===== config.mk =====
export PLATFORM = sky130hd
export DESIGN_NAME = swr_top
export DESIGN_NICKNAME = d
export VERILOG_FILES = /design/src/design/swr_pkg.sv /design/src/design/swr_prog_if.sv /design/src/design/swr_prog.sv /design/src/design/swr_top.sv
export SDC_FILE = /design/constraint.sdc
export NUM_CORES = 1
export LEC_CHECK = 0
export ABC_CLOCK_PERIOD_IN_PS = 2400
export BUFFER_PORTS_ARGS = -buffer_cell sky130_fd_sc_hd__buf_2
export CORE_MARGIN = 5
export CORE_UTILIZATION = 41
export DETAILED_ROUTE_END_ITERATION = 8
export PLACE_DENSITY = 0.67
export SLEW_MARGIN = 25
export SYNTH_ARGS = -nofsm -noshare
export SYNTH_HDL_FRONTEND = slang
export SYNTH_SLANG_ARGS = --single-unit

===== constraint.sdc =====
create_clock -name pclk -period 2.4 [get_ports pclk]
set_input_delay 0.6 -clock pclk [delete_from_list [all_inputs] [get_ports pclk]]
set_output_delay 0.6 -clock pclk [all_outputs]
set_load 0.1 [all_outputs]

===== src/design/swr_pkg.sv =====
// Shared constants for the sleep, wake and reset-cause block.
// Assumes a single 25 MHz clock and a 32-bit APB register port.
`default_nettype none
package swr_pkg;
  // Clock rate and documented times
  localparam int CLK_KHZ      = 25_000;
  localparam int DRT_LONG_NS  = 18_000_000;  // Crystal style reset timer
  localparam int DRT_POR_NS   = 1_125_000;   // Internal clock, power-up
  localparam int DRT_SHORT_NS = 10_000;      // Internal clock, later resets
  localparam int WDT_BASE_NS  = 18_000_000;  // Watchdog base period
  // Least times round up to whole cycles
  localparam int DRT_LONG_CYC  = (DRT_LONG_NS  / 1000 * CLK_KHZ + 999) / 1000;
  localparam int DRT_POR_CYC   = (DRT_POR_NS   / 1000 * CLK_KHZ + 999) / 1000;
  localparam int DRT_SHORT_CYC = (DRT_SHORT_NS / 1000 * CLK_KHZ + 999) / 1000;
  localparam int WDT_BASE_CYC  = (WDT_BASE_NS  / 1000 * CLK_KHZ + 999) / 1000;
  localparam int CNT_W         = 20;
  // Register byte offsets
  localparam logic [7:0] STATUS_OFS = 8'h00;
  localparam logic [7:0] CTRL_OFS   = 8'h04;
  localparam logic [7:0] CMD_OFS    = 8'h08;
  localparam logic [7:0] PORT_OFS   = 8'h0c;
  localparam logic [7:0] CMPCFG_OFS = 8'h10;
  // Status bit positions
  localparam int ST_PD    = 3;
  localparam int ST_TO    = 4;
  localparam int ST_CWAKE = 6;
  localparam int ST_PWAKE = 7;
  localparam int ST_SLEEP = 8;
  // Control fields and reset value
  localparam int CT_PWEN  = 0;
  localparam int CT_CWEN  = 1;
  localparam int CT_PS_LO = 2;
  localparam int CT_PSA   = 5;
  localparam logic [5:0] CTRL_RST = 6'h3f;
  // Command bits
  localparam int CM_SLEEP  = 0;
  localparam int CM_CLRWDT = 1;
  // Serial programming
  localparam int PCMD_W = 6;
  localparam int PDAT_W = 14;
  localparam logic [5:0] PCMD_LOAD = 6'h02;
  localparam logic [5:0] PCMD_READ = 6'h04;
  localparam logic [5:0] PCMD_INC  = 6'h06;
  localparam int MEM_WORDS  = 1024;
  localparam int ADDR_W     = 11;
  localparam int OPEN_WORDS = 64;
  localparam int ID_WORDS   = 4;
  localparam int ID_W       = 4;
endpackage : swr_pkg
`default_nettype wire


===== src/design/swr_prog_if.sv =====
// Carrier between the block top and its serial programming engine.
// Assumes both ends sit in the pclk domain.
`default_nettype none
interface swr_prog_if;
  import swr_pkg::*;
  logic              prog_mode;
  logic              code_protect;
  logic [ADDR_W-1:0] mem_addr;
  logic [PDAT_W-1:0] mem_rdata;
  logic [PDAT_W-1:0] mem_wdata;
  logic              mem_we;
  modport prog (output prog_mode, mem_addr, mem_wdata, mem_we,
                input  code_protect, mem_rdata);
  modport top  (input  prog_mode, mem_addr, mem_wdata, mem_we,
                output code_protect, mem_rdata);
endinterface : swr_prog_if
`default_nettype wire


===== src/design/swr_prog.sv =====
// Serial program/verify engine: mode entry, command and data shifter, ID words.
// Assumes programming clock and data arrive synchronous to pclk.
`default_nettype none
module swr_prog
  import swr_pkg::*;
(
  input  wire logic  pclk,         // System clock
  input  wire logic  presetn,      // Async reset, active low
  input  wire logic  vpp_high,     // Master clear pin at programming level
  input  wire logic  prog_clk_in,  // Programming clock pin
  input  wire logic  prog_dat_in,  // Programming data pin, input
  output logic       prog_dat_out, // Programming data pin, output
  output logic       prog_dat_oe_n,// Data pin enable, low while driving
  swr_prog_if.prog   pif           // Memory side
);
  typedef enum logic [3:0] {
    PS_OFF = 4'b0001, PS_CMD = 4'b0010, PS_DIN = 4'b0100, PS_DOUT = 4'b1000
  } swr_pstate_t;

  swr_pstate_t       st_r, st_nxt;
  logic              vpp_r, clk_r;
  logic [3:0]        bit_r, bit_nxt;
  logic [PCMD_W-1:0] cmd_r, cmd_nxt;
  logic [PDAT_W-1:0] sh_r, sh_nxt;
  logic [ADDR_W-1:0] addr_r, addr_nxt;
  logic [ID_W-1:0]   id_r [ID_WORDS], id_nxt [ID_WORDS];
  logic              we_r, we_nxt;
  logic              rise;
  logic              is_id;
  logic [1:0]        id_ix;

  assign rise  = prog_clk_in & ~clk_r;  // Schmitt buffering is in the pad
  assign is_id = addr_r >= ADDR_W'(MEM_WORDS) && addr_r < ADDR_W'(MEM_WORDS + ID_WORDS);
  assign id_ix = addr_r[1:0];

  // Verify read gate: IDs always, open words and the calibration word always
  function automatic logic [PDAT_W-1:0] read_word(input logic [PDAT_W-1:0] mem,
                                                  input logic cp, input logic id,
                                                  input logic [ADDR_W-1:0] a,
                                                  input logic [ID_W-1:0] idv);
    if (id) return {{(PDAT_W-ID_W){1'b1}}, idv};
    if (!cp || a < ADDR_W'(OPEN_WORDS) || a == ADDR_W'(MEM_WORDS - 1)) return mem;
    return '0;
  endfunction : read_word

  // Next state of the shifter
  always_comb begin
    st_nxt   = st_r;
    bit_nxt  = bit_r;
    cmd_nxt  = cmd_r;
    sh_nxt   = sh_r;
    addr_nxt = addr_r;
    id_nxt   = id_r;
    we_nxt   = 1'b0;
    if (!vpp_high) begin
      st_nxt = PS_OFF;
    end else if (st_r == PS_OFF) begin
      if (!vpp_r && !prog_clk_in && !prog_dat_in) begin
        st_nxt   = PS_CMD;
        bit_nxt  = '0;
        addr_nxt = '0;
      end
    end else if (rise) begin
      bit_nxt = bit_r + 4'h1;
      unique case (st_r)
        PS_CMD: begin
          cmd_nxt = {prog_dat_in, cmd_r[PCMD_W-1:1]};
          if (bit_r == 4'(PCMD_W - 1)) begin
            bit_nxt = '0;
            if (cmd_nxt == PCMD_LOAD) st_nxt = PS_DIN;
            if (cmd_nxt == PCMD_INC) addr_nxt = addr_r + ADDR_W'(1);
            if (cmd_nxt == PCMD_READ) begin
              st_nxt = PS_DOUT;
              sh_nxt = read_word(pif.mem_rdata, pif.code_protect, is_id, addr_r,
                                 id_r[id_ix]);
            end
          end
        end
        PS_DIN: begin
          sh_nxt = {prog_dat_in, sh_r[PDAT_W-1:1]};
          if (bit_r == 4'(PDAT_W - 1)) begin
            bit_nxt = '0;
            st_nxt  = PS_CMD;
            if (is_id) id_nxt[id_ix] = sh_nxt[ID_W-1:0];
            else we_nxt = 1'b1;
          end
        end
        PS_DOUT: begin
          sh_nxt = {1'b0, sh_r[PDAT_W-1:1]};
          if (bit_r == 4'(PDAT_W - 1)) begin
            bit_nxt = '0;
            st_nxt  = PS_CMD;
          end
        end
        default: st_nxt = PS_OFF;
      endcase
    end
  end

  // Shifter registers
  always_ff @(posedge pclk or negedge presetn) begin
    if (!presetn) begin
      st_r   <= PS_OFF;
      vpp_r  <= 1'b0;
      clk_r  <= 1'b0;
      bit_r  <= '0;
      cmd_r  <= '0;
      sh_r   <= '0;
      addr_r <= '0;
      id_r   <= '{default: '1};
      we_r   <= 1'b0;
    end else begin
      st_r   <= st_nxt;
      vpp_r  <= vpp_high;
      clk_r  <= prog_clk_in;
      bit_r  <= bit_nxt;
      cmd_r  <= cmd_nxt;
      sh_r   <= sh_nxt;
      addr_r <= addr_nxt;
      id_r   <= id_nxt;
      we_r   <= we_nxt;
    end
  end

  assign pif.prog_mode  = st_r != PS_OFF;
  assign pif.mem_addr   = addr_r;
  assign pif.mem_wdata  = sh_r;
  assign pif.mem_we     = we_r;
  assign prog_dat_out   = sh_r[0];
  assign prog_dat_oe_n  = st_r != PS_DOUT;  // Drive only while reading out
endmodule : swr_prog
`default_nettype wire


===== src/design/swr_top.sv =====
// Sleep entry, wake-up, reset cause flags, watchdog, reset timer and APB port.
// Assumes the core halts on core_run_en low and restarts on core_reset_n.
`default_nettype none

// Contract
// - Watchdog wake from sleep leaves all four cause flags at zero.
// - Watchdog reset outside sleep clears timeout and wake flags, keeps powerdown.
// - Master clear wake sets timeout, clears powerdown and wake flags.
// - Power-up sets timeout and powerdown; sleep later clears powerdown.
// - Pin change wake sets pin wake and timeout, clears the others.
// - Comparator wake sets comparator wake and timeout, clears the others.
// - Sleep clears watchdog, sets timeout, clears powerdown, stops oscillator drive.
// - Pins hold their drive state throughout sleep.
// - Watchdog reset never pulls the master clear pin low.
// - Wake by master clear, watchdog, enabled pin change or comparator change.
// - Pin wake compares against last read snapshot; stale mismatch wakes at once.
// - Comparator wake compares against last config read; stale mismatch wakes.
// - Pin wake flag covers the four wake pins since last port access.
// - Watchdog count is cleared on every wake.
// - Verify reads open unless protected; first 64 and last word always.
// - Four ID words, program mode only, low four bits kept.
// - ID words readable whatever the protection setting.
// - Program mode uses clock pin as clock and data pin as data.
// - Six-bit command, then fourteen data bits for load or read.
// - Watchdog fuse at zero disables the watchdog completely.
// - Every wake or watchdog reset holds the core for the reset timer.
module swr_top
  import swr_pkg::*;
#(
  parameter int DRT_LONG  = DRT_LONG_CYC,  // 18 ms reset timer
  parameter int DRT_POR   = DRT_POR_CYC,   // 1.125 ms reset timer
  parameter int WDT_BASE  = WDT_BASE_CYC   // 18 ms watchdog base
) (
  input  wire logic              pclk,           // 25 MHz clock
  input  wire logic              presetn,        // Power-on reset, active low
  input  wire logic              psel,           // APB select
  input  wire logic              penable,        // APB enable
  input  wire logic              pwrite,         // APB direction
  input  wire logic [7:0]        paddr,          // APB byte address
  input  wire logic [31:0]       pwdata,         // APB write data
  output logic      [31:0]       prdata,         // APB read data
  output logic                   pready,         // APB ready
  output logic                   pslverr,        // APB error, unmapped
  input  wire logic              master_clear_pin_pin_in,    // Master clear pin level
  output logic                   master_clear_pin_pin_out,   // Master clear pin output
  output logic                   master_clear_pin_pin_oe_n,  // Master clear drive, low drives
  input  wire logic              vpp_high,       // Pin at programming voltage
  input  wire logic              master_clear_pin_enable,    // Pin configured as master clear
  input  wire logic              watchdog_enable_fuse, // Watchdog fuse
  input  wire logic              code_protect,   // Code protection fuse
  input  wire logic              drt_long_sel,   // Crystal oscillator mode
  input  wire logic [3:0]        wake_pins,      // Four wake-capable pins
  input  wire logic              port_access,    // Core file or bit op on port
  input  wire logic              comparator1_output, // Comparator 1 output
  input  wire logic              comparator2_output, // Comparator 2 output
  input  wire logic              prog_clk_in,    // Programming clock pin
  input  wire logic              prog_dat_in,    // Programming data pin input
  output logic                   prog_dat_out,   // Programming data pin output
  output logic                   prog_dat_oe_n,  // Programming data drive, low drives
  output logic      [ADDR_W-1:0] mem_addr,       // Program memory address
  input  wire logic [PDAT_W-1:0] mem_rdata,      // Program memory read word
  output logic      [PDAT_W-1:0] mem_wdata,      // Program memory write word
  output logic                   mem_we,         // Program memory write pulse
  output logic                   core_reset_n,   // Core reset, active low
  output logic                   core_run_en,    // Core may fetch
  output logic                   osc_drive_en,   // Oscillator driver on
  output logic                   io_freeze       // Hold port drive state
);
  typedef enum logic [2:0] {
    SW_RUN = 3'b001, SW_SLEEP = 3'b010, SW_HOLD = 3'b100
  } swr_state_t;

  swr_prog_if pif ();

  swr_state_t       st_r, st_nxt;
  logic             to_r, to_nxt;
  logic             pd_r, pd_nxt;
  logic             pw_r, pw_nxt;
  logic             cw_r, cw_nxt;
  logic             por_r, por_nxt;
  logic [CNT_W-1:0] drt_r, drt_nxt;
  logic [CNT_W-1:0] wb_r, wb_nxt;
  logic [6:0]       wp_r, wp_nxt;
  logic [5:0]       ctrl_r, ctrl_nxt;
  logic [3:0]       psnap_r, psnap_nxt;
  logic [1:0]       csnap_r, csnap_nxt;
  logic [31:0]      rd_r, rd_nxt;
  logic             err_r, err_nxt;
  logic             wr_acc, rd_acc, setup;
  logic             cmd_sleep, cmd_clrwdt;
  logic             master_clear_pin_act, wdt_on, wdt_clr, wdt_tick, wdt_to;
  logic             pin_diff, cmp_diff;
  logic [CNT_W-1:0] drt_load;

  // Postscaler terminal count for 1:1 up to 1:128
  function automatic logic [6:0] post_limit(input logic psa, input logic [2:0] ps);
    if (!psa) return 7'h00;
    return 7'((8'h01 << ps) - 8'h01);
  endfunction : post_limit

  // Reset timer length, long for crystal modes, short after power-up
  function automatic logic [CNT_W-1:0] drt_len(input logic lng, input logic por);
    if (lng) return CNT_W'(DRT_LONG);
    if (por) return CNT_W'(DRT_POR);
    return CNT_W'(DRT_SHORT_CYC);
  endfunction : drt_len

  // Known register offsets answer, anything else flags an error
  function automatic logic mapped(input logic [7:0] a);
    return a == STATUS_OFS || a == CTRL_OFS || a == CMD_OFS
        || a == PORT_OFS || a == CMPCFG_OFS;
  endfunction : mapped

  // APB phase decode; every access finishes in its first access cycle
  assign setup      = psel & ~penable;
  assign wr_acc     = psel & penable & pwrite;
  assign rd_acc     = psel & penable & ~pwrite;
  assign cmd_sleep  = wr_acc && paddr == CMD_OFS && pwdata[CM_SLEEP];
  assign cmd_clrwdt = wr_acc && paddr == CMD_OFS && pwdata[CM_CLRWDT];
  assign pready     = psel & penable;
  assign pslverr    = err_r & psel & penable;
  assign prdata     = rd_r;

  // Master clear counts only when the pin is so configured and not at Vpp
  assign master_clear_pin_act = master_clear_pin_enable & ~master_clear_pin_pin_in & ~vpp_high;

  // Wake comparisons run against snapshots, so stale mismatches wake at once
  assign pin_diff = ctrl_r[CT_PWEN] && wake_pins != psnap_r;
  assign cmp_diff = ctrl_r[CT_CWEN]
                 && {comparator2_output, comparator1_output} != csnap_r;

  // Watchdog runs in run and sleep only while the fuse allows it
  assign wdt_on   = watchdog_enable_fuse && st_r != SW_HOLD;
  assign wdt_tick = wb_r == CNT_W'(WDT_BASE - 1);
  assign wdt_to   = wdt_on && wdt_tick
                 && wp_r == post_limit(ctrl_r[CT_PSA], ctrl_r[CT_PS_LO +: 3]);
  assign drt_load = drt_len(drt_long_sel, por_r);

  // Reset cause and sleep sequencing
  always_comb begin
    st_nxt  = st_r;
    to_nxt  = to_r;
    pd_nxt  = pd_r;
    pw_nxt  = pw_r;
    cw_nxt  = cw_r;
    por_nxt = por_r;
    drt_nxt = drt_r;
    wdt_clr = cmd_clrwdt;
    unique case (st_r)
      SW_RUN: begin
        if (master_clear_pin_act) begin
          st_nxt = SW_HOLD;
          pw_nxt = 1'b0;
          cw_nxt = 1'b0;
        end else if (wdt_to) begin
          st_nxt = SW_HOLD;
          to_nxt = 1'b0;
          pw_nxt = 1'b0;
          cw_nxt = 1'b0;
        end else if (cmd_sleep) begin
          st_nxt  = SW_SLEEP;
          to_nxt  = 1'b1;
          pd_nxt  = 1'b0;
          wdt_clr = 1'b1;
        end
        drt_nxt = drt_load;
      end
      SW_SLEEP: begin
        // Wake priority: master clear, watchdog, pins, comparators
        if (master_clear_pin_act || wdt_to || pin_diff || cmp_diff) begin
          st_nxt  = SW_HOLD;
          wdt_clr = 1'b1;
          pd_nxt  = 1'b0;
          to_nxt  = !(wdt_to && !master_clear_pin_act);
          pw_nxt  = !master_clear_pin_act && !wdt_to && pin_diff;
          cw_nxt  = !master_clear_pin_act && !wdt_to && !pin_diff;
        end
        drt_nxt = drt_load;
      end
      SW_HOLD: begin
        // Timer restarts while master clear stays low
        if (master_clear_pin_act) begin
          drt_nxt = drt_load;
        end else if (drt_r <= CNT_W'(1)) begin
          st_nxt  = SW_RUN;
          por_nxt = 1'b0;
        end else begin
          drt_nxt = drt_r - CNT_W'(1);
        end
      end
      default: st_nxt = SW_HOLD;
    endcase
  end

  // Cause flags power up with timeout and powerdown set
  always_ff @(posedge pclk or negedge presetn) begin
    if (!presetn) begin
      st_r  <= SW_HOLD;
      to_r  <= 1'b1;
      pd_r  <= 1'b1;
      pw_r  <= 1'b0;
      cw_r  <= 1'b0;
      por_r <= 1'b1;
      drt_r <= CNT_W'(DRT_LONG);
    end else begin
      st_r  <= st_nxt;
      to_r  <= to_nxt;
      pd_r  <= pd_nxt;
      pw_r  <= pw_nxt;
      cw_r  <= cw_nxt;
      por_r <= por_nxt;
      drt_r <= drt_nxt;
    end
  end

  // Watchdog base counter and postscaler
  always_comb begin
    wb_nxt = wb_r;
    wp_nxt = wp_r;
    if (!wdt_on || wdt_clr || wdt_to) begin
      wb_nxt = '0;
      wp_nxt = '0;
    end else if (wdt_tick) begin
      wb_nxt = '0;
      wp_nxt = wp_r + 7'h01;
    end else begin
      wb_nxt = wb_r + CNT_W'(1);
    end
  end

  always_ff @(posedge pclk or negedge presetn) begin
    if (!presetn) begin
      wb_r <= '0;
      wp_r <= '0;
    end else begin
      wb_r <= wb_nxt;
      wp_r <= wp_nxt;
    end
  end

  // Register file; read data is latched in the setup cycle
  always_comb begin
    ctrl_nxt  = ctrl_r;
    psnap_nxt = psnap_r;
    csnap_nxt = csnap_r;
    rd_nxt    = rd_r;
    err_nxt   = err_r;
    if (wr_acc && paddr == CTRL_OFS) ctrl_nxt = pwdata[5:0];
    // Port read or core port access refreshes the pin snapshot
    if ((rd_acc && paddr == PORT_OFS) || port_access) psnap_nxt = wake_pins;
    if (rd_acc && paddr == CMPCFG_OFS)
      csnap_nxt = {comparator2_output, comparator1_output};
    if (setup) begin
      err_nxt = !mapped(paddr);
      rd_nxt  = '0;
      unique case (paddr)
        STATUS_OFS: begin
          rd_nxt[ST_PD]    = pd_r;
          rd_nxt[ST_TO]    = to_r;
          rd_nxt[ST_CWAKE] = cw_r;
          rd_nxt[ST_PWAKE] = pw_r;
          rd_nxt[ST_SLEEP] = st_r == SW_SLEEP;
        end
        CTRL_OFS:   rd_nxt[5:0] = ctrl_r;
        PORT_OFS:   rd_nxt[3:0] = wake_pins;
        CMPCFG_OFS: rd_nxt[1:0] = {comparator2_output, comparator1_output};
        default:    rd_nxt = '0;
      endcase
    end
  end

  always_ff @(posedge pclk or negedge presetn) begin
    if (!presetn) begin
      ctrl_r  <= CTRL_RST;
      psnap_r <= '0;
      csnap_r <= '0;
      rd_r    <= '0;
      err_r   <= 1'b0;
    end else begin
      ctrl_r  <= ctrl_nxt;
      psnap_r <= psnap_nxt;
      csnap_r <= csnap_nxt;
      rd_r    <= rd_nxt;
      err_r   <= err_nxt;
    end
  end

  // Program/verify engine shares the memory port with nothing else
  swr_prog u_prog (
    .pclk          (pclk),
    .presetn       (presetn),
    .vpp_high      (vpp_high),
    .prog_clk_in   (prog_clk_in),
    .prog_dat_in   (prog_dat_in),
    .prog_dat_out  (prog_dat_out),
    .prog_dat_oe_n (prog_dat_oe_n),
    .pif           (pif.prog)
  );

  assign pif.code_protect = code_protect;
  assign pif.mem_rdata    = mem_rdata;
  assign mem_addr         = pif.mem_addr;
  assign mem_wdata        = pif.mem_wdata;
  assign mem_we           = pif.mem_we;

  // Core control; program mode keeps the core in reset
  assign core_reset_n  = st_r != SW_HOLD && !pif.prog_mode;
  assign core_run_en   = st_r == SW_RUN && !pif.prog_mode;
  assign osc_drive_en  = st_r != SW_SLEEP;
  assign io_freeze     = st_r == SW_SLEEP;
  // Reset is internal only; the pin is never driven
  assign master_clear_pin_pin_out  = 1'b0;
  assign master_clear_pin_pin_oe_n = 1'b1;
endmodule : swr_top
`default_nettype wire


==> results by group, run 1 <==
Power
  – PwrDens: 645 nW/um^2
  – Worst VDD drop: 0.000508 V
  – Leak: 4.15 nW

Global route
  – Largest net degree at the start of global routing: 55
  – Gr ovfl total: 0
  – Initial antenna violation count: 0
  – Number of global-route vias before repair: 6148
  – Total global-route track usage: 17.0%
  – First-pass GRT wire length: 30.4 mm

STA
  – Post-route minimum period: 2470 ps
  – Slew Limit Fails: 0
  – Final Skew: 7.48 ps
  – Setup WS post-layout: -69.1 ps
  – Fin crit share: 103%
  – Worst slew pin tran: 640 ps
  – FMAX: 405 MHz
  – Worst slew margin relative to its limit: 57.3%
  – RSZ-0062 raised after global routing: true
  – Setup-failing EPs final: 2
  – Final Hold Vio Count: 0

Synth
  – Post-synthesis adder-cell area fraction: 1.66%
  – Synth cell types: 75
  – Register area share after synthesis: 45.0%
  – #FFs+latches synth: 134
  – Synth Area in Compound Gates: 13.9%
  – Largest area contributor in the netlist: dfrtp_1
  – Post-synthesis mux area share: 7.01%
  – EDFF count, synth: 0
  – Post-Syn Area: 7550 sq um
  – Syn Inst Count: 798
  – Yosys top cell area share: 31.8%
  – Top post-synthesis cells by area: dfrtp_1 (32%), dfstp_2 (13%), nor2_1 (5.0%)
  – Synthesized area per cell: 9.47 sq um
  – Post-synth ARST share: 100%
  – Largest family of logic cells by synthesized area: simple AND/OR/NAND/NOR gates
  – Synth Area in XOR/XNOR: 4.64%
  – Syn. warnings: 0
  – Synth Area in Simple Gates: 22.4%
  – Top FF cell, synth: dfrtp_1

Place
  – DP Worst Slack: -115 ps
  – Final HPWL DP: 13.2 mm
  – Placed insts: 1143
  – Gpl congestion: 0.854
  – # port buffers: 90

Detailed routing
  – Detail Route Antenna Nets: 0
  – DR DRC count: 0
  – Drt initial violations: 326
  – WL per Instance: 15.2 um
  – Vias/cell: 5.26
  – WL final: 17.9 mm
  – Vias: 6197
  – 1st-pass router iterations: 4

Layout
  – Diode count: 0
  – Fill cells: 1656
  – Final nets: 1021
  – Commonest non-fill, non-tap cell in the layout: nor2_1
  – Final Util: 51.7%
  – Commonest cells after routing, fill and taps aside: nor2_1 (96), nand2_1 (90), dfrtp_1 (86), buf_2 (86), buf_4 (60)
  – Area Overhead vs Synth: 23.3%
  – Non-Filler Instances: 1179
  – Share of layout cells above drive strength 1: 32.7%

Floorplanning
  – Row count: 49
  – Core Area: 18000 sq um
  – Die Area: 21200 sq um
  – Die Width: 146 um
  – IO Count: 142
  – Die Ht: 146 um
  – Initial Util: 41.9%

Run status
  – Status: finished, violations left
  – Failing checks: setup timing

Worst setup path
  – R2R cell count: 8
  – CP arrival: 1870 ps
  – CP Cell Sequence: or4b_4, buf_6, nor2_4, buf_12
  – Crit start category: flop
  – Crit Path Max Fanout: 3
  – Crit. End Element: primary output
  – Max stage delay cell, worst path: dfstp_2
  – CP max stage delay: 530 ps
  – R2R Setup Slk: 100 ps
  – RR Startpoint: u_prog.st_r[0]$_DFFE_PN1P_
  – CP required: 1800 ps
  – CP Class: flop to primary output
  – Worst r2r dst: u_prog.st_r[3]$_DFFE_PN0P_

Clock network
  – Clock slew at reported path FFs: 60 ps
  – Worst-case clock buffer depth: 2
  – Clk root buf: clkbuf_16
  – Sink Count: 134
  – Inserted Clock Buffers: 17
  – CTS tree: built
  – H-tree Lvls: 4
  – Worst skew pair latency: 420 ps

Hold path
  – Hold crit path type: input port to async pin

Flow run
  – Max-cap violations: 0
-- stage by stage --
step	hold WS (ps)	power (mW)	area (sq um)	TNS, ps
after floorplan	304	3.27	7750	-1480
final	138	6.01	9320	-113
after detailed placement	465	3.56	8700	-1880
after global routing	172	6.30	9320	-220
after global placement	455	3.54	8700	-863
after CTS	143	6.07	9290	-187
-- cell usage after synthesis, drive strengths merged, types with 4 or more instances --
cell type and instances:
nand4 11, inv 18, dfstp 38, clkbuf 29
and2 7, nand2b 6, xnor2 24, mux4 4
a31oi 14, buf 30, nand2 91, xor2 16
mux2 31, a21boi 4, nand3b 5, or3 5
mux2i 9, dfrtp 96, nor2 100, ha 10
o41ai 5, and3 13, o21ai 46, and4 4
nor3b 8, nor4 8, o31ai 20, or3b 5
a21oi 36, nand3 20, nor3 29
-- layout make-up --
class | instances | area (sq um) | share of cell area, %
clock buffer | 17 | 425 | 4.57
clock inverter | 15 | 135 | 1.45
inverter | 18 | 71.3 | 0.765
multi-input combinational | 610 | 3920 | 42.0
sequential | 134 | 3420 | 36.7
tap | 229 | 287 | 3.08
timing repair buffer | 156 | 1060 | 11.4
-- what timing repair did --
action | 4_1_cts | 5_1_grt
endpoints found under the hold margin | 0 | 0
hold buffers | 0 | 0
buffers inserted | 2 | 2
setup endpoints to repair | 5 | 37
pin swaps | 0 | 1
gates resized for setup | 4 | 4
-- cells by family (layout without fill, tap and decap cells) --
logic type               Yosys count  in the layout
AND/OR/NAND/NOR                  329            329
AO/OA/AOI/OAI                    162            162
flip-flops                       134            134
buffers and inverters             77            206
multiplexers                      44             44
XOR/XNOR                          40             40
adder cells (fa/ha/maj)           10             10
other                              2             25
-- critical path, delay by kind of cell (launching register included) --
family        cells  cell delay [ps]
flops             1              530
buf+inv           2              330
simple gates      2              580
-- metal layers --
metal	part of all wire, %	up-vias	global-route usage (%)
li1	-	3075	-
met4	1.2	0	5.27
met1	45	2996	22.0
met3	3.8	22	3.74
met2	50	104	28.5
met5	0	-	0
-- worst max-delay path by stage --
stage	endpoint	slack, ps	from	depth (start not counted)
global route	core_run_en	-120	u_prog.st_r[0]$_DFFE_PN1P_	4
global placement	drt_r[3]$_DFFE_PN0P_	-90	st_r[2]$_DFFE_PN1P_	5
detailed placement	u_prog.pif.mem_wdata[2]$_DFFE_PN0P_	-110	prog_dat_in	7
CTS	core_reset_n	-90	u_prog.st_r[0]$_DFFE_PN1P_	3
finish	core_run_en	-70	u_prog.st_r[0]$_DFFE_PN1P_	4
floorplan	core_reset_n	-220	u_prog.st_r[0]$_DFFE_PN1P_	2
-- power breakdown --
part	internal [mW]	switching, mW
clock network	1.37	1.11
registers	2.43	0.137
logic	0.332	0.634
total	4.13	1.88
-- registers in the layout, summed over array words and instances (netlist names) --
| signal | count |
|---|---|
| drt_r | 20 |
| wb_r | 20 |
| u_prog.id_r | 16 |
| u_prog.pif.mem_wdata | 14 |
| u_prog.pif.mem_addr | 11 |
| prdata | 9 |
| wp_r | 7 |
| ctrl_r | 6 |
| u_prog.cmd_r | 5 |
| psnap_r | 4 |
| u_prog.bit_r | 4 |
| u_prog.st_r | 4 |
| st_r | 3 |
| csnap_r | 2 |
| cw_r | 1 |
| err_r | 1 |
| pd_r | 1 |
| por_r | 1 |
| pw_r | 1 |
| to_r | 1 |
| u_prog.clk_r | 1 |
| u_prog.pif.mem_we | 1 |
| u_prog.vpp_r | 1 |
(Power assumes the default switching activity.)
==> inputs of run 2 (changes only) <==
- SETUP_SLACK_MARGIN: default -> 0.2
==> run 2 against run 1 <==
  * The flow still finishes with violations (setup timing)
  * Core utilization up 3.3 points
  * Setup slack better by 35 ps
  * Count of clock-buffer cells in the layout up 6
  * Sequential power about the same
  * First-iteration DRC count up 7.1%
  * Clock skew up 2.3 ps
  * Final cell count up 0.59%
  * Critical path type unchanged
  * Critical endpoint unchanged
==> results by group, run 2 (same netlist as run 1, synthesis figures left out) <==
Run status
  – Status: finished, violations left
  – Failing checks: setup timing

Floorplanning
  – IO Count: 142
  – Row count: 49
  – Core Area: 18000 sq um
  – Die Ht: 146 um
  – Initial Util: 41.9%
  – Die Area: 21200 sq um
  – Die Width: 146 um

Global route
  – Largest net degree at the start of global routing: 52
  – Gr ovfl total: 0
  – Number of global-route vias before repair: 6390
  – Total global-route track usage: 18.1%
  – First-pass GRT wire length: 31.9 mm
  – Initial antenna violation count: 0

STA
  – Hold WS: 96.3 ps
  – Final Hold Vio Count: 0
  – RSZ-0062 raised after global routing: true
  – Final TNS setup: -56.8 ps
  – Worst slew margin relative to its limit: 52.4%
  – Post-route minimum period: 2430 ps
  – Setup-failing EPs final: 2
  – Slew Limit Fails: 0
  – Setup WS post-layout: -34.5 ps
  – Final Skew: 9.79 ps
  – FMAX: 411 MHz
  – Worst slew pin tran: 713 ps
  – Fin crit share: 101%

Layout
  – Fill cells: 1548
  – Area of the multi-input gates: 4410 sq um
  – Commonest cells after routing, fill and taps aside: nor2_1 (95), buf_2 (84), dfrtp_1 (81)
  – Register area: 3420 sq um
  – Commonest non-fill, non-tap cell in the layout: nor2_1
  – Share of layout cells above drive strength 1: 39.1%
  – Diode count: 0
  – Final nets: 1028
  – Area Overhead vs Synth: 31.3%
  – Registers with the most flip-flops: drt_r (20), wb_r (20), u_prog.id_r (16)
  – Non-Filler Instances: 1186

Hold path
  – Hold crit path type: input port to async pin

Clock network
  – Clock slew at reported path FFs: 60 ps
  – H-tree Lvls: 4
  – Inserted Clock Buffers: 17
  – CTS Hold Bufs: 0
  – Worst skew pair latency: 420 ps
  – Worst-case clock buffer depth: 2
  – Sink Count: 134
  – Clk root buf: clkbuf_16
  – CTS tree: built

Detailed routing
  – WL final: 19.8 mm
  – 1st-pass router iterations: 5
  – Detail Route Antenna Nets: 0
  – Drt initial violations: 349
  – Vias: 6457
  – Vias/cell: 5.44
  – WL per Instance: 16.7 um
  – DR DRC count: 0

Flow run
  – Max-cap violations: 0

Power
  – Clock share of power: 40.1%
  – Switching Fraction: 29.7%
  – PwrDens: 617 nW/um^2
  – Leak: 4.34 nW
  – Combinational Power Share: 17.6%
  – Sequential Power Share: 42.3%
  – Pint: 4.30 mW
  – Worst VDD drop: 0.000486 V
  – Psw: 1.82 mW

Place
  – Gpl congestion: 0.849
  – Final HPWL DP: 13.5 mm
  – Placed insts: 1131
  – # port buffers: 90

Worst setup path
  – CP Class: flop to primary output
  – Crit Path Max Fanout: 6
  – CP required: 1800 ps
  – Crit start category: flop
  – Crit. End Element: primary output
  – CP arrival: 1830 ps
run 2: cell types whose count changed in the layout (fill, tap and decap cells not counted), moves of 4 or more:
| cell | change |
|---|---|
| nand2_1 | -15 |
| inv_6 | -8 |
| mux2_2 | -4 |
| dfrtp_2 | +5 |
| buf_6 | +8 |
| dfrtp_1 | -5 |
| clkinv_2 | +6 |
| o31ai_4 | +11 |
| nand2_2 | +7 |
| nand2_4 | +8 |
| mux2_4 | +4 |
| o31ai_1 | -13 |
| o21ai_0 | -5 |
run 2: path summary, 6_finish.rpt:
check | slack (ps) | end | cells past startpoint | start
min in group pclk | 350 | u_prog.clk_r$_DFF_PN0_ | 1 | prog_clk_in
max | -30 | core_run_en | 3 | u_prog.st_r[1]$_DFFE_PN0P_
max in group asynchronous | 1640 | st_r[2]$_DFFE_PN1P_ | 2 | presetn
max reg2reg | 60 | u_prog.pif.mem_addr[4]$_DFFE_PN0P_ | 8 | u_prog.st_r[1]$_DFFE_PN0P_
min | 100 | wb_r[12]$_DFF_PN0_ | 1 | presetn
min reg2reg | 470 | wb_r[0]$_DFF_PN0_ | 1 | wb_r[0]$_DFF_PN0_
run 2: per-stage QoR:
| step | total power, mW | utilization, % | setup WS, ps | instance area (sq um) |
|---|---|---|---|---|
| 4_1_cts | 6.09 | 52.1 | -54.5 | 9390 |
| 5_1_grt | 6.38 | 55.0 | -74.8 | 9920 |
| 6_report | 6.12 | 55.0 | -34.5 | 9920 |
| 3_3_place_gp | 3.55 | 48.0 | -54.1 | 8650 |
| 3_5_place_dp | 3.57 | 48.0 | -38.9 | 8650 |
| 2_1_floorplan | 3.28 | - | -117 | 7830 |
run 2: power by group through the flow:
stage | clock network [mW] | logic, mW | registers (mW)
3_3_place_gp | 0 | 0.946 | 2.61
4_1_cts | 2.50 | 1.01 | 2.58
5_1_grt | 2.60 | 1.17 | 2.61
6_report | 2.45 | 1.08 | 2.59
3_5_place_dp | 0 | 0.958 | 2.61
2_1_floorplan | 0 | 0.628 | 2.65
run 2: critical path, cell delays in order (launching register included):
cell and delay (ps):
dfrtp_2 460, or4b_4 600, nor2_4 170, buf_12 180
run 2: layout make-up:
cell class | instances | area share (%)
clock inverters | 9 | 0.770
well taps | 229 | 2.89
clock buffers | 23 | 4.82
repair buffers | 162 | 11.8
flip-flops and latches | 134 | 34.5
multi-input cells | 611 | 44.5
inverters | 18 | 0.719
run 2: what timing repair did:
action | in CTS | in global routing
setup buffers | 13 | 6
gates resized for setup | 17 | 88
gates cloned | 1 | 3
setup endpoints to repair | 34 | 94
pin swaps | 20 | 34
run 2: metal layers:
layer  global-route usage (%)  vias up  routed length [um]
li1                         -     3108                   -
met1                     22.7     3184                8620
met2                     30.9      139               10100
met3                     3.89       26                 795
met4                     6.02        0                 309
met5                        0        -                   0
==> inputs of run 3 (changes only) <==
- ABC_CLOCK_PERIOD_IN_PS: 2400 -> 2100
- clock period: 2.4 -> 2.1 ns (I/O delays scaled with it)
==> run 3 against run 2 <==
  * Critical path depth grew 1
  * Combinational power grew 40%
  * Global-route usage grew 1.6 points
  * The flow still finishes with violations (setup timing)
  * Worst hold slack lost 64 ps
  * Design area grew 16%
  * Core utilization grew 8.6 points
==> results by group, run 3 (same netlist as run 1, synthesis figures left out) <==
Global route
  – Number of global-route vias before repair: 6843
  – Initial antenna violation count: 0
  – Total global-route track usage: 19.7%
  – First-pass GRT wire length: 34.9 mm
  – Largest net degree at the start of global routing: 46
  – Gr ovfl total: 0

Power
  – Sequential Power Share: 40.2%
  – Combinational Power Share: 20.6%
  – Psw: 2.40 mW
  – Worst VDD drop: 0.000567 V
  – Pint: 4.94 mW
  – Switching Fraction: 32.7%
  – Clock share of power: 39.2%
  – Leak: 5.05 nW
  – PwrDens: 640 nW/um^2

Floorplanning
  – Core Area: 18000 sq um
  – Row count: 49
  – Die Ht: 146 um
  – Die Width: 146 um
  – Die Area: 21200 sq um
  – Initial Util: 41.9%
  – IO Count: 142

Place
  – # port buffers: 90
  – DP Worst Slack: -251 ps
  – Final HPWL DP: 14.1 mm
  – Gpl congestion: 0.881

Layout
  – Fill cells: 1307
  – Registers with the most flip-flops: drt_r (20), wb_r (20), u_prog.id_r (16)
  – Diode count: 0
  – Area Overhead vs Synth: 51.8%
  – Commonest cells after routing, fill and taps aside: buf_4 (108), dfrtp_1 (81), buf_2 (73)
  – Share of layout cells above drive strength 1: 53.2%
  – Commonest non-fill, non-tap cell in the layout: buf_4
  – Final nets: 1116

Detailed routing
  – WL final: 22.9 mm
  – Vias: 7079
  – Drt initial violations: 538
  – Vias/cell: 5.56
  – 1st-pass router iterations: 6
  – Detail Route Antenna Nets: 0
  – DR DRC count: 0
  – WL per Instance: 18.0 um

STA
  – RSZ-0062 raised after global routing: true
  – Slew Limit Fails: 0
  – Hold WS: 32.0 ps
  – Worst slew margin relative to its limit: 53.5%
  – Final Hold Vio Count: 0
  – Setup-failing EPs final: 43
  – Setup WS post-layout: -338 ps
  – Final Skew: 9.21 ps
  – Worst slew pin tran: 697 ps
  – Post-route minimum period: 2440 ps
  – Fin crit share: 116%
  – FMAX: 410 MHz

Clock network
  – H-tree Lvls: 4
  – Worst skew pair latency: 430 ps
  – Inserted Clock Buffers: 17
  – Clock slew at reported path FFs: 60 ps
  – CTS tree: built
  – CTS Hold Bufs: 0
  – Clk root buf: clkbuf_16
  – Worst-case clock buffer depth: 2
  – Sink Count: 134

Run status
  – Failing checks: setup timing
  – Status: finished, violations left

Worst setup path
  – CP required: 1570 ps
  – Crit start category: flop
  – Crit. End Element: primary output
  – Crit Path Max Fanout: 3
  – CP Class: flop to primary output
  – CP arrival: 1910 ps
  – R2R Setup Slk: -280 ps

Hold path
  – Hold crit path type: input port to async pin

Flow run
  – Max-cap violations: 0
==> run 3: cell types whose count changed in the layout (fill, tap and decap cells not counted), moves of 11 or more <==
cell / previous run / this run
buf_4: 59 / 108
buf_6: 10 / 45
nor2_1: 95 / 65
nor2_4: 4 / 30
o21ai_0: 34 / 14
nand2_1: 75 / 61
o21ai_1: 7 / 20
buf_2: 84 / 73
mux2_2: 27 / 16
mux2_4: 4 / 15
==> run 3: final timing paths <==
kind / cells past startpoint / startpoint / endpoint
setup / recovery: 4 / u_prog.st_r[0]$_DFFE_PN1P_ / core_run_en
hold / removal: 1 / presetn / drt_r[13]$_DFFE_PN0P_
setup reg to reg: 11 / u_prog.st_r[0]$_DFFE_PN1P_ / u_prog.st_r[3]$_DFFE_PN0P_
hold reg to reg: 2 / err_r$_DFFE_PN0P_ / err_r$_DFFE_PN0P_
max in group asynchronous: 2 / presetn / u_prog.id_r[14]$_DFFE_PN1P_
min in group pclk: 1 / prog_clk_in / u_prog.clk_r$_DFF_PN0_
==> run 3: power groups by stage <==
| stage | Sequential, mW | Clock [mW] | Combinational [mW] |
|---|---|---|---|
| 2_1_floorplan | 3.03 | 0 | 0.731 |
| 3_3_place_gp | 2.96 | 0 | 1.24 |
| 3_5_place_dp | 2.96 | 0 | 1.26 |
| 4_1_cts | 2.93 | 2.90 | 1.40 |
| 5_1_grt | 2.97 | 3.04 | 1.62 |
| 6_report | 2.95 | 2.88 | 1.51 |
==> run 3: layer usage <==
| layer | vias to the layer above | GRT usage (%) | part of all wire (%) |
|---|---|---|---|
| met5 | - | 0 | 0 |
| met4 | 0 | 5.78 | 1.5 |
| met3 | 36 | 3.89 | 4.9 |
| met2 | 214 | 32.6 | 51 |
| met1 | 3544 | 26.1 | 42 |
| li1 | 3285 | - | - |
==> run 3: layout make-up <==
cell class / instances / area (sq um) / area share, %
multi-input cells: 611 / 4960 / 43.2
inverters: 18 / 71.3 / 0.622
flip-flops and latches: 134 / 3420 / 29.9
repair buffers: 250 / 2170 / 18.9
well taps: 229 / 287 / 2.50
clock buffers: 17 / 425 / 3.71
clock inverters: 15 / 139 / 1.21
==> run 3: per-stage QoR <==
step                      power (mW)  setup TNS [ps]  util (%)  std cells  instance area (sq um)
after global routing            7.63           -9620      63.6       1274                  11500
after floorplan                 3.76          -17680         -        821                   7950
final                           7.34           -6200      63.6       1274                  11500
after detailed placement        4.22          -13230      51.0       1181                   9200
after global placement          4.20          -11100      51.0       1181                   9200
after CTS                       7.23           -4730      59.7       1254                  10800
==> run 3: timing repair <==
| action | in CTS | in global routing |
|---|---|---|
| resized for setup | 168 | 128 |
| pin swaps | 63 | 53 |
| buffers inserted | 35 | 17 |
| setup endpoints to repair | 120 | 124 |
| gates cloned | 6 | 3 |
==> run 3: worst max-delay path, cell delays in order (launching register included) <==
cell     delay [ps]
dfstp_2         530
or4b_4          480
buf_6           160
nor2_4          130
buf_12          190
